--- src/logic/dncs_cfg.svh ---
// Purpose: offsets, field positions, reset values and codes of the channel-select block
// Assumes: byte addresses on a 32-bit register bus
// Notes: definitions only
`ifndef DNCS_CFG_SVH
`define DNCS_CFG_SVH

// ************************************************************
// register byte offsets
// ************************************************************
`define DNCS_OFF_CHAN_REG 12'h0314
`define DNCS_OFF_ROUTING 12'h0330
`define DNCS_OFF_NCO_CTRL 12'h0334
`define DNCS_OFF_STATUS 12'h0338

// ************************************************************
// field positions and reset values
// ************************************************************
`define DNCS_ROUTE_I_BIT 0
`define DNCS_ROUTE_Q_BIT 2
`define DNCS_ROUTE_RST 8'h05
`define DNCS_CTRL_RST 8'h00
`define DNCS_CHAN_RST 8'h00
`define DNCS_MODE_HI 7
`define DNCS_MODE_LO 4
`define DNCS_SLOT_HI 3
`define DNCS_SLOT_LO 0

// ************************************************************
// channel source mode codes and bus responses
// ************************************************************
`define DNCS_MODE_REG 4'h0
`define DNCS_MODE_PINS 4'h1
`define DNCS_MODE_EDGE_A 4'h8
`define DNCS_MODE_EDGE_B 4'hA
`define DNCS_RESP_OKAY 2'h0
`define DNCS_RESP_SLVERR 2'h2

`endif

--- src/logic/dncs_pkg.sv ---
// Purpose: shared types of the channel-select block
// Assumes: codes come from dncs_cfg.svh
// Notes: no constants live here
`default_nettype none

package dncs_pkg;

  // decoded channel source, one value per documented mode
  typedef enum logic [2:0] {
    DNCS_SRC_REG,
    DNCS_SRC_PINS,
    DNCS_SRC_EDGE_A,
    DNCS_SRC_EDGE_B
  } dncs_src_e;

  typedef logic [3:0] dncs_idx_t;

endpackage

`default_nettype wire

--- src/logic/dncs_top.sv ---
// Purpose: NCO channel select and input routing for one downconverter, AXI4-Lite slave
// Assumes: select pins are asynchronous to clk_sys; one clock, synchronous reset
// Notes:
//
// The AXI4-Lite interface to the registers was decided locally.
`timescale 1ns/1ps
`include "dncs_cfg.svh"
`default_nettype none

module dncs_top #(
  parameter int ADDR_W = 12
) (
  input wire logic clk_sys, // 200 MHz system clock
  input wire logic reset, // synchronous, active high
  input wire logic [ADDR_W-1:0] s_axi_awaddr, // write address
  input wire logic s_axi_awvalid, // write address valid
  output logic s_axi_awready, // write address ready
  input wire logic [31:0] s_axi_wdata, // write data
  input wire logic [3:0] s_axi_wstrb, // write byte strobes
  input wire logic s_axi_wvalid, // write data valid
  output logic s_axi_wready, // write data ready
  output logic [1:0] s_axi_bresp, // write response
  output logic s_axi_bvalid, // write response valid
  input wire logic s_axi_bready, // write response ready
  input wire logic [ADDR_W-1:0] s_axi_araddr, // read address
  input wire logic s_axi_arvalid, // read address valid
  output logic s_axi_arready, // read address ready
  output logic [31:0] s_axi_rdata, // read data
  output logic [1:0] s_axi_rresp, // read response
  output logic s_axi_rvalid, // read data valid
  input wire logic s_axi_rready, // read data ready
  input wire logic first_select_pin, // asynchronous select pin
  input wire logic second_select_pin, // asynchronous select pin
  output logic inphase_source_bit, // 0 channel A, 1 channel B
  output logic quadrature_source_bit, // 0 channel A, 1 channel B
  output logic [3:0] active_channel, // active NCO channel index
  output logic [3:0] map_slot_index, // slot exposed to per-channel registers
  output logic [15:0] map_slot_onehot // one-hot form of the exposed slot
);

  // ************************************************************
  // elaboration check
  // ************************************************************
  if (ADDR_W < 12) begin : g_addr_chk
    $error("dncs_top: ADDR_W must be at least 12");
  end

  // ************************************************************
  // functions
  // ************************************************************
  // mode field to source; unlisted codes fall back to the channel register
  function automatic dncs_pkg::dncs_src_e mode_to_src(input logic [3:0] m);
    case (m)
      `DNCS_MODE_PINS: mode_to_src = dncs_pkg::DNCS_SRC_PINS;
      `DNCS_MODE_EDGE_A: mode_to_src = dncs_pkg::DNCS_SRC_EDGE_A;
      `DNCS_MODE_EDGE_B: mode_to_src = dncs_pkg::DNCS_SRC_EDGE_B;
      default: mode_to_src = dncs_pkg::DNCS_SRC_REG;
    endcase
  endfunction

  // slot code to one-hot slot select
  function automatic logic [15:0] slot_decode(input dncs_pkg::dncs_idx_t s);
    slot_decode = 16'h0001 << s;
  endfunction

  // mapped: one of the four words, and no bit above the decoded range set (no aliasing)
  function automatic logic is_mapped(input logic [ADDR_W-1:0] a);
    logic [11:0] w;
    w = {a[11:2], 2'b00};
    is_mapped = (ADDR_W'(a[11:0]) == a) && ((w == `DNCS_OFF_CHAN_REG) ||
                (w == `DNCS_OFF_ROUTING) || (w == `DNCS_OFF_NCO_CTRL) || (w == `DNCS_OFF_STATUS));
  endfunction

  // ************************************************************
  // pin synchronisers and edge detect
  // ************************************************************
  logic [2:0] a_sync_r, a_sync_nxt, b_sync_r, b_sync_nxt;
  logic a_lvl_r, a_lvl_nxt, b_lvl_r, b_lvl_nxt;
  logic a_rise, b_rise;

  // the filtered level moves only when stages two and three agree
  always_comb begin
    a_sync_nxt = {a_sync_r[1:0], first_select_pin};
    b_sync_nxt = {b_sync_r[1:0], second_select_pin};
    a_lvl_nxt = (a_sync_r[1] == a_sync_r[2]) ? a_sync_r[2] : a_lvl_r;
    b_lvl_nxt = (b_sync_r[1] == b_sync_r[2]) ? b_sync_r[2] : b_lvl_r;
    a_rise = a_lvl_nxt & ~a_lvl_r;
    b_rise = b_lvl_nxt & ~b_lvl_r;
  end

  always_ff @(posedge clk_sys) begin
    if (reset) begin
      a_sync_r <= 3'h0;
      b_sync_r <= 3'h0;
      a_lvl_r <= 1'b0;
      b_lvl_r <= 1'b0;
    end else begin
      a_sync_r <= a_sync_nxt;
      b_sync_r <= b_sync_nxt;
      a_lvl_r <= a_lvl_nxt;
      b_lvl_r <= b_lvl_nxt;
    end
  end

  // ************************************************************
  // register bus slave and register file
  // ************************************************************
  logic aw_have_r, aw_have_nxt, w_have_r, w_have_nxt;
  logic [ADDR_W-1:0] waddr_r, waddr_nxt;
  logic [31:0] wdata_r, wdata_nxt;
  logic [3:0] wstrb_r, wstrb_nxt;
  logic bvalid_r, bvalid_nxt, rvalid_r, rvalid_nxt;
  logic awready_r, awready_nxt, wready_r, wready_nxt, arready_r, arready_nxt;
  logic [1:0] bresp_r, bresp_nxt, rresp_r, rresp_nxt;
  logic [31:0] rdata_r, rdata_nxt;
  logic [7:0] chan_r, chan_nxt, route_r, route_nxt, ctrl_r, ctrl_nxt;
  logic [3:0] cnt_r;
  logic [3:0] act_r;
  logic [11:0] waddr_w, raddr_w;

  assign waddr_w = is_mapped(waddr_r) ? {waddr_r[11:2], 2'b00} : 12'h000;
  assign raddr_w = is_mapped(s_axi_araddr) ? {s_axi_araddr[11:2], 2'b00} : 12'h000;

  // address and data are taken in either order; the write happens once both are held
  always_comb begin
    aw_have_nxt = aw_have_r;
    w_have_nxt = w_have_r;
    waddr_nxt = waddr_r;
    wdata_nxt = wdata_r;
    wstrb_nxt = wstrb_r;
    bvalid_nxt = bvalid_r;
    bresp_nxt = bresp_r;
    chan_nxt = chan_r;
    route_nxt = route_r;
    ctrl_nxt = ctrl_r;
    if (bvalid_r && s_axi_bready) begin
      bvalid_nxt = 1'b0;
    end
    if (s_axi_awvalid && awready_r) begin
      aw_have_nxt = 1'b1;
      waddr_nxt = s_axi_awaddr;
    end
    if (s_axi_wvalid && wready_r) begin
      w_have_nxt = 1'b1;
      wdata_nxt = s_axi_wdata;
      wstrb_nxt = s_axi_wstrb;
    end
    if (aw_have_r && w_have_r && !bvalid_r) begin
      aw_have_nxt = 1'b0;
      w_have_nxt = 1'b0;
      bvalid_nxt = 1'b1;
      bresp_nxt = is_mapped(waddr_r) ? `DNCS_RESP_OKAY : `DNCS_RESP_SLVERR;
      if (wstrb_r[0]) begin
        case (waddr_w)
          `DNCS_OFF_CHAN_REG: chan_nxt = {4'h0, wdata_r[3:0]};
          // reserved and out-of-scope bits stay zero
          `DNCS_OFF_ROUTING: route_nxt = wdata_r[7:0] & 8'h05;
          `DNCS_OFF_NCO_CTRL: ctrl_nxt = wdata_r[7:0];
          default: ;
        endcase
      end
    end
    awready_nxt = !aw_have_nxt;
    wready_nxt = !w_have_nxt;
  end

  // one read in flight; the next address is refused until the data is taken
  always_comb begin
    rvalid_nxt = rvalid_r;
    rdata_nxt = rdata_r;
    rresp_nxt = rresp_r;
    if (rvalid_r && s_axi_rready) begin
      rvalid_nxt = 1'b0;
    end
    if (s_axi_arvalid && arready_r) begin
      rvalid_nxt = 1'b1;
      rresp_nxt = is_mapped(s_axi_araddr) ? `DNCS_RESP_OKAY : `DNCS_RESP_SLVERR;
      case (raddr_w)
        `DNCS_OFF_CHAN_REG: rdata_nxt = {24'h0000_00, chan_r};
        `DNCS_OFF_ROUTING: rdata_nxt = {24'h0000_00, route_r};
        `DNCS_OFF_NCO_CTRL: rdata_nxt = {24'h0000_00, ctrl_r};
        `DNCS_OFF_STATUS: rdata_nxt = {22'h0_0000, b_lvl_r, a_lvl_r, cnt_r, act_r};
        default: rdata_nxt = 32'h0000_0000;
      endcase
    end
    arready_nxt = !rvalid_nxt;
  end

  always_ff @(posedge clk_sys) begin
    if (reset) begin
      aw_have_r <= 1'b0;
      w_have_r <= 1'b0;
      waddr_r <= '0;
      wdata_r <= 32'h0000_0000;
      wstrb_r <= 4'h0;
      bvalid_r <= 1'b0;
      bresp_r <= 2'h0;
      rvalid_r <= 1'b0;
      rdata_r <= 32'h0000_0000;
      rresp_r <= 2'h0;
      awready_r <= 1'b0;
      wready_r <= 1'b0;
      arready_r <= 1'b0;
      chan_r <= `DNCS_CHAN_RST;
      route_r <= `DNCS_ROUTE_RST;
      ctrl_r <= `DNCS_CTRL_RST;
    end else begin
      aw_have_r <= aw_have_nxt;
      w_have_r <= w_have_nxt;
      waddr_r <= waddr_nxt;
      wdata_r <= wdata_nxt;
      wstrb_r <= wstrb_nxt;
      bvalid_r <= bvalid_nxt;
      bresp_r <= bresp_nxt;
      rvalid_r <= rvalid_nxt;
      rdata_r <= rdata_nxt;
      rresp_r <= rresp_nxt;
      awready_r <= awready_nxt;
      wready_r <= wready_nxt;
      arready_r <= arready_nxt;
      chan_r <= chan_nxt;
      route_r <= route_nxt;
      ctrl_r <= ctrl_nxt;
    end
  end

  // ************************************************************
  // channel counter and active channel
  // ************************************************************
  dncs_pkg::dncs_src_e src;
  logic [3:0] cnt_nxt, act_nxt, limit;
  logic [15:0] onehot_r;
  logic step;

  // a limit below the count still wraps, so a lowered limit cannot strand it
  always_comb begin
    src = mode_to_src(ctrl_r[`DNCS_MODE_HI:`DNCS_MODE_LO]);
    limit = ctrl_r[`DNCS_SLOT_HI:`DNCS_SLOT_LO];
    step = ((src == dncs_pkg::DNCS_SRC_EDGE_A) && a_rise) ||
           ((src == dncs_pkg::DNCS_SRC_EDGE_B) && b_rise);
    cnt_nxt = cnt_r;
    if (step) begin
      cnt_nxt = (cnt_r >= limit) ? 4'h0 : 4'(cnt_r + 4'h1);
    end
    case (src)
      dncs_pkg::DNCS_SRC_PINS: act_nxt = {2'b00, b_lvl_r, a_lvl_r};
      dncs_pkg::DNCS_SRC_EDGE_A: act_nxt = cnt_r;
      dncs_pkg::DNCS_SRC_EDGE_B: act_nxt = cnt_r;
      default: act_nxt = chan_r[3:0];
    endcase
  end

  always_ff @(posedge clk_sys) begin
    if (reset) begin
      cnt_r <= 4'h0;
      act_r <= 4'h0;
      onehot_r <= 16'h0001;
    end else begin
      cnt_r <= cnt_nxt;
      act_r <= act_nxt;
      onehot_r <= slot_decode(ctrl_nxt[`DNCS_SLOT_HI:`DNCS_SLOT_LO]);
    end
  end

  // ************************************************************
  // outputs
  // ************************************************************
  assign s_axi_awready = awready_r;
  assign s_axi_wready = wready_r;
  assign s_axi_bvalid = bvalid_r;
  assign s_axi_bresp = bresp_r;
  assign s_axi_arready = arready_r;
  assign s_axi_rvalid = rvalid_r;
  assign s_axi_rdata = rdata_r;
  assign s_axi_rresp = rresp_r;
  assign inphase_source_bit = route_r[`DNCS_ROUTE_I_BIT];
  assign quadrature_source_bit = route_r[`DNCS_ROUTE_Q_BIT];
  assign active_channel = act_r;
  assign map_slot_index = ctrl_r[`DNCS_SLOT_HI:`DNCS_SLOT_LO];
  assign map_slot_onehot = onehot_r;

  logic wr_fire;
  assign wr_fire = aw_have_r && w_have_r && !bvalid_r && wstrb_r[0];
endmodule

`default_nettype wire

--- config.mk ---
export PLATFORM = sky130hd
export DESIGN_NAME = dncs_top
export DESIGN_NICKNAME = d
export VERILOG_FILES = /design/src/logic/dncs_pkg.sv /design/src/logic/dncs_top.sv
export VERILOG_INCLUDE_DIRS = /design/src /design/src/logic
export SDC_FILE = /design/constraint.sdc
export NUM_CORES = 1
export LEC_CHECK = 0
export BUFFER_PORTS_ARGS = -buffer_cell sky130_fd_sc_hd__buf_2
export CAP_MARGIN = 15
export CORE_MARGIN = 5
export CORE_UTILIZATION = 35
export CTS_CLUSTER_DIAMETER = 60
export DETAILED_ROUTE_END_ITERATION = 6
export GPL_TIMING_DRIVEN = 0
export PLACE_DENSITY = 0.59
export SYNTH_ARGS = -nofsm -noshare
export SYNTH_HDL_FRONTEND = slang
export SYNTH_SLANG_ARGS = --single-unit
--- constraint.sdc ---
create_clock -name clk_sys -period 1.9 [get_ports clk_sys]
set_input_delay 0.285 -clock clk_sys [delete_from_list [all_inputs] [get_ports clk_sys]]
set_output_delay 0.285 -clock clk_sys [all_outputs]
set_load 0.05 [all_outputs]
* Yosys cells after proc, flatten, opt, wreduce, memory -nomap -nowiden
Cells that the tools add are included.
** Storage, ports and cells
- Word-level logic and storage cells :: 100
- Register bits :: 110
- Output and inout port bits :: 67
** Operators by class
- Reductions and logical operators :: 25
- Bitwise gates (word level) :: 4
- Add/sub/neg operators :: 1
- Order comparisons :: 1
- Shift-type cells :: 1
- Equality and inequality tests :: 23
- Mux-type cells :: 21
** Operator list (number)
- $eq A12 B10 Y1 const B :: 7
- $eq A10 B8 Y1 const B :: 8
- $pmux W10 S4 :: 1
- $mux W12 :: 2
- $mux W4 :: 4
- $shl A1 B4 Y16 const A :: 1
- $mux W1 :: 10
- $logic_and A1 B1 Y1 :: 9
- $reduce_and A3 Y1 :: 3
- $eq A4 B4 Y1 const B :: 2
- $pmux W4 S2 :: 1
- $logic_or A1 B1 Y1 :: 7
- $eq A3 B2 Y1 const B :: 2
- $pmux W2 S3 :: 1
- $add A4 B1 Y4 const B :: 1
- $eq A4 B1 Y1 const B :: 1
- $ge A4 B4 Y1 :: 1
- $logic_not A1 Y1 :: 4
- $mux W2 :: 2
- $eq A3 B1 Y1 const B :: 1
- $and A1 B1 Y1 :: 2
- $eq A1 B1 Y1 :: 2
- $not A1 Y1 :: 2
- $reduce_bool A2 Y1 :: 1
- $reduce_or A2 Y1 :: 1

* Depth between registers and ports, before layout
- Depth in word-level cells :: 10
- Depth in mapped cells :: 7
- Mapped depth without buffers :: 6

* Least setup slack after synthesis
OpenSTA, ideal clock, no wires.
- Path kind :: reg-to-reg
- Start :: reg cnt_r[0]
- End :: reg cnt_r[0]
- Stages on the path, launching flop included :: 7
- Arrival :: 1.659 ns
- Path buffers :: 0
- Setup slack :: 0.158 ns
- Cell sequence :: dfxtp_1 -> inv_1 -> ha_1 -> nand2b_1 -> a2111oi_4 -> o21bai_4 -> o31ai_4
** Between the ends
- Longest elaborated chain between the ends :: 2
- Elaborated cells on any way between the ends :: 3
- Classes of those cells :: add/sub: 1; order compare: 1; mux: 1
** RTL lines
- from (decl) :: RTL line dncs_top.sv:117 : logic [3:0] cnt_r;
- from (signal assigned) :: RTL line dncs_top.sv:259 : cnt_r <= cnt_nxt;
- $add A4 B1 Y4 / $ge A4 B4 Y1 (equally long branches) :: RTL line dncs_top.sv:243 : cnt_nxt = (cnt_r >= limit) ? 4'h0 : 4'(cnt_r + 4'h1);
- $mux W4 (*) :: RTL line dncs_top.sv:243
Every way passes the cells marked *; elsewhere a longest branch is shown, timed or not.
A chain may end at the register's enable or synchronous reset.

* Worst setup path in the final report
Same ends and word-level chain as after synthesis.

==> results.md <==
| Result | This run |
|---|---|
| ANT nets after route | 0 |
| Avg WL per Cell | 13.55 µm |
| DR DRC count | 0 |
| Vias in the first global route | 3217 |
| Final instance count without filler cells | 707 |
| Initial Util | 0.3577 |
| Leading register cell type out of synthesis | sky130_fd_sc_hd__dfxtp_1 |
| Post-route core utilization | 0.4425 |
| Horizontal die dimension | 115.3 µm |
| Buffers added on ports | 80 |
| Endpoint required time on the critical path | 2.17 ns |
| Crit path launch type | register |
| Logic pwr share | 0.106 |
| Number of top-level design ports | 136 |
| HP Class | in2reg |
| Async SR Flop Fraction | 0 |
| Worst Clk Skew | 0.01180 ns |
| Total iterations of the first detailed-routing run | 5 |
| Net count reported at finish | 636 |
| RSZ-0062 raised after global routing | false |
| Instance count after placement with tap cells included | 691 |
| Final slew viol count | 0 |
| Total of flip-flops plus latches after synthesis | 84 |
| Via count | 3353 |
| Minimum setup slack after placement | -0.05246 ns |
| Endpoints failing setup | 0 |
| Post-CTS Repair Setup Buffers | 0 |
| Critical path start-end classification | reg2reg |
| Hold Fails Final Rpt | 0 |
| Level count of the clock H-tree | 3 |
| Inserted Clock Buffers | 9 |
| Internal Dissipation | 2.832 mW |
| Status | complete, no violations |
| Synth warnings | 0 |
| Pin count of the biggest net entering global routing | 15 |
| Sequential group share of total power | 0.483 |
| Nature of the critical path endpoint | register |
| Number of hold buffers added after CTS | 0 |
| Data arrival time of the worst path | 2.06 ns |
| Proportion of layout cells with a drive suffix above 1 | 0.2857 |
| Core ar. | 10840 µm² |
| Clk slew on worst S/H paths | 0.09 ns |
| Net Switching | 946.2 µW |
| Gr ovfl total | 0 |
| Total global routing track utilization | 0.1462 |
| Synthesized instance count | 448 |
| Max-capacitance violation count | 0 |
| Worst slew slack as a fraction of its limit | 0.5250 |
| Top achievable clock speed | 557.3 MHz |
| DRT iter0 DRCs | 161 |
| Worst path max stage delay | 0.45 ns |
| Post-detailed-routing wire length | 9.577 mm |
| Worst path cell trace | inv_1, ha_1, nand2b_1, a2111oi_4, o21bai_4, o31ai_4 |
| Final critical-path share of the clock period | 0.9443 |
| Peak supply drop | 0.0003453 V |
| Slowest cell on crit path | sky130_fd_sc_hd__dfxtp_2 |
| Floorplan die area | 13280 µm² |
| Global placer's final weighted congestion | 0.8875 |
| Initial antenna violation count | 0 |
| Placed wire-length estimate | 7.278 mm |
| Post-synthesis instance area | 3877 µm² |
| Number of rows in the core area | 38 |
| Clock sink total | 84 |
| Placed cell areas | 4539 µm² |
| Sequential fraction of the synthesis area | 0.4337 |
| Worst Max-Slew Pin Slew | 0.7125 ns |
| Avg Synthesized Cell Area | 8.655 µm² |
| Number of buffers between clock root and the deepest sink | 2 |
| Y dimension of the die | 115.3 µm |
| Part of the total power dissipated in the clock network | 0.412 |
| Ant diodes | 0 |
| Worst Path Max Fanout | 8 |
| Area delta synth->final | 23.72% |
| Clock latency at the later pin of the worst-skew pair | 0.36 ns |
| Distinct cell type count after synthesis | 52 |
| Number of synthesized flops with an enable pin | 0 |
| Cell area power density | 787.6 nW/µm² |
| Final std cell area, no fill | 4797 µm² |
| Hold Worst Slack | 0.1291 ns |
| Clock tree from TritonCTS | done |
| Leakage power total | 2.089 nW |
| Via-to-Cell Ratio | 4.743 |
| Min Clock Period, post-route | 1.794 ns |
| Worst-case setup margin in the final layout | 0.1058 ns |
| Switching fraction of total power | 0.2504 |
| Clock Tree Root | sky130_fd_sc_hd__clkbuf_8 |
| Global-route wire length before repair | 15.37 mm |
## path summary, 6_finish.rpt
path	start	endpoint	slack, ns	cells after the start
worst max-delay path	cnt_r[0]	cnt_r[0]	0.11	6
worst max register to register	cnt_r[0]	cnt_r[0]	0.11	6
worst min-delay path	second_select_pin	b_sync_r[0]	0.13	2
worst min register to register	a_sync_r[0]	a_sync_r[1]	0.44	1
## state kept, by name (all words and copies together), names as in the netlist, 2 cells and up
name             cells
ctrl_r               8
route_r              2
map_slot_onehot     16
s_axi_rdata         10
waddr_r             10
active_channel       4
wdata_r              8
a_sync_r             3
cnt_r                4
chan_r               4
b_sync_r             3
## layer usage
layer  routed length [µm]  up-vias  global-route usage
met3                  511       11             0.03684
met5                    0        -                   0
met4                  143        0             0.05321
li1                     -     1712                   -
met1                 4377     1540              0.1896
met2                 4544       90              0.2357
## kinds of logic after synthesis
family                   share of synthesized area
other                                    0.0009671
adder cells (fa/ha/maj)                    0.01613
flip-flops                                  0.4337
AO/OA/AOI/OAI                               0.1484
multiplexers                               0.04259
buffers and inverters                      0.09422
AND/OR/NAND/NOR                             0.2640
## cells in the final DEF (no fill, tap or decap), types with 2 or more instances in the layout
master | synthesis | final
sky130_fd_sc_hd__nor3_1 | 6 | 6
sky130_fd_sc_hd__buf_2 | 12 | 91
sky130_fd_sc_hd__nand2_1 | 83 | 83
sky130_fd_sc_hd__o211ai_2 | 2 | 2
sky130_fd_sc_hd__inv_1 | 8 | 8
sky130_fd_sc_hd__o21ai_0 | 10 | 10
sky130_fd_sc_hd__a21oi_1 | 33 | 32
sky130_fd_sc_hd__buf_4 | 31 | 31
sky130_fd_sc_hd__bufinv_16 | 0 | 3
sky130_fd_sc_hd__nor4bb_1 | 3 | 3
sky130_fd_sc_hd__nand2b_1 | 8 | 8
sky130_fd_sc_hd__nand3_1 | 8 | 8
sky130_fd_sc_hd__a22o_1 | 8 | 8
sky130_fd_sc_hd__buf_6 | 2 | 2
sky130_fd_sc_hd__mux2i_1 | 12 | 12
sky130_fd_sc_hd__a22oi_1 | 7 | 7
sky130_fd_sc_hd__and4b_1 | 2 | 2
sky130_fd_sc_hd__or3b_1 | 2 | 2
sky130_fd_sc_hd__nor3b_1 | 4 | 4
sky130_fd_sc_hd__dfxtp_2 | 0 | 2
sky130_fd_sc_hd__and4bb_2 | 2 | 2
sky130_fd_sc_hd__nor4b_1 | 2 | 2
sky130_fd_sc_hd__dfxtp_1 | 84 | 82
sky130_fd_sc_hd__nand3b_1 | 5 | 5
sky130_fd_sc_hd__o21ai_1 | 11 | 11
sky130_fd_sc_hd__a221oi_1 | 2 | 2
sky130_fd_sc_hd__clkbuf_1 | 3 | 3
sky130_fd_sc_hd__clkbuf_8 | 0 | 10
sky130_fd_sc_hd__nor2_1 | 43 | 43
sky130_fd_sc_hd__nor3b_4 | 2 | 2
sky130_fd_sc_hd__a211o_1 | 3 | 3
sky130_fd_sc_hd__mux2_2 | 3 | 3
sky130_fd_sc_hd__nand4_1 | 5 | 5
sky130_fd_sc_hd__and3b_1 | 3 | 3
sky130_fd_sc_hd__nor2b_1 | 11 | 11
sky130_fd_sc_hd__conb_1 | 1 | 24
sky130_fd_sc_hd__and2_1 | 5 | 5
sky130_fd_sc_hd__ha_1 | 5 | 5
## power groups by stage
stage / logic, mW / registers (mW) / clock network [mW]
final: 0.400 / 1.82 / 1.56
after global routing: 0.432 / 1.83 / 1.67
after CTS: 0.399 / 1.82 / 1.58
after detailed placement: 0.398 / 1.86 / 0
after global placement: 0.393 / 1.86 / 0
after floorplan: 0.273 / 1.89 / 0
## what timing repair did
| item | 4_1_cts | 5_1_grt |
|---|---|---|
| endpoints found under the setup margin | 4 | 4 |
| resized for setup | 1 | 3 |
| pin swaps | 0 | 1 |
| endpoints found under the hold margin | 0 | 0 |
## metrics by stage
stage	total power [mW]	setup TNS, ns
6_report	3.778	0
5_1_grt	3.934	0
4_1_cts	3.803	0
3_5_place_dp	2.262	-0.1186
3_3_place_gp	2.256	-0.009946
2_1_floorplan	2.165	0
## worst max-delay path: cells and delay by family, from the launching register on
kind	cells	cell delay, ns
and+or+nand+nor	1	0.18
AOI/OAI and AO/OA	3	0.75
buffers and inverters	1	0.07
DFF	1	0.45
adders and majority gates	1	0.27
## cells in the mapped netlist, drive strengths merged, types with 5 or more instances
master,n,share of area
dfxtp,84,0.43
buf,46,0.082
and2,5,0.0081
inv,8,0.0077
nand3b,5,0.0097
nand4,6,0.014
nand2b,8,0.013
a22oi,7,0.014
nor2,44,0.045
a21oi,33,0.043
a22o,8,0.018
nor3b,6,0.017
o21ai,22,0.029
nand3,8,0.010
ha,5,0.016
nor2b,11,0.018
nand2,83,0.080
nor3,6,0.0077
mux2i,12,0.031
## cell type report
| type | instances | area [µm²] |
|---|---|---|
| buffer | 50 | 337.8 |
| clock buffer | 10 | 137.6 |
| clock inverter | 6 | 111.4 |
| fill | 1109 | 6043 |
| inverter | 8 | 30.03 |
| multi-input combinational | 329 | 1921 |
| sequential | 84 | 1684 |
| tap | 140 | 175.2 |
| timing repair buffer | 80 | 400.4 |
No activity file was read; power rests on OpenSTA's default activity.
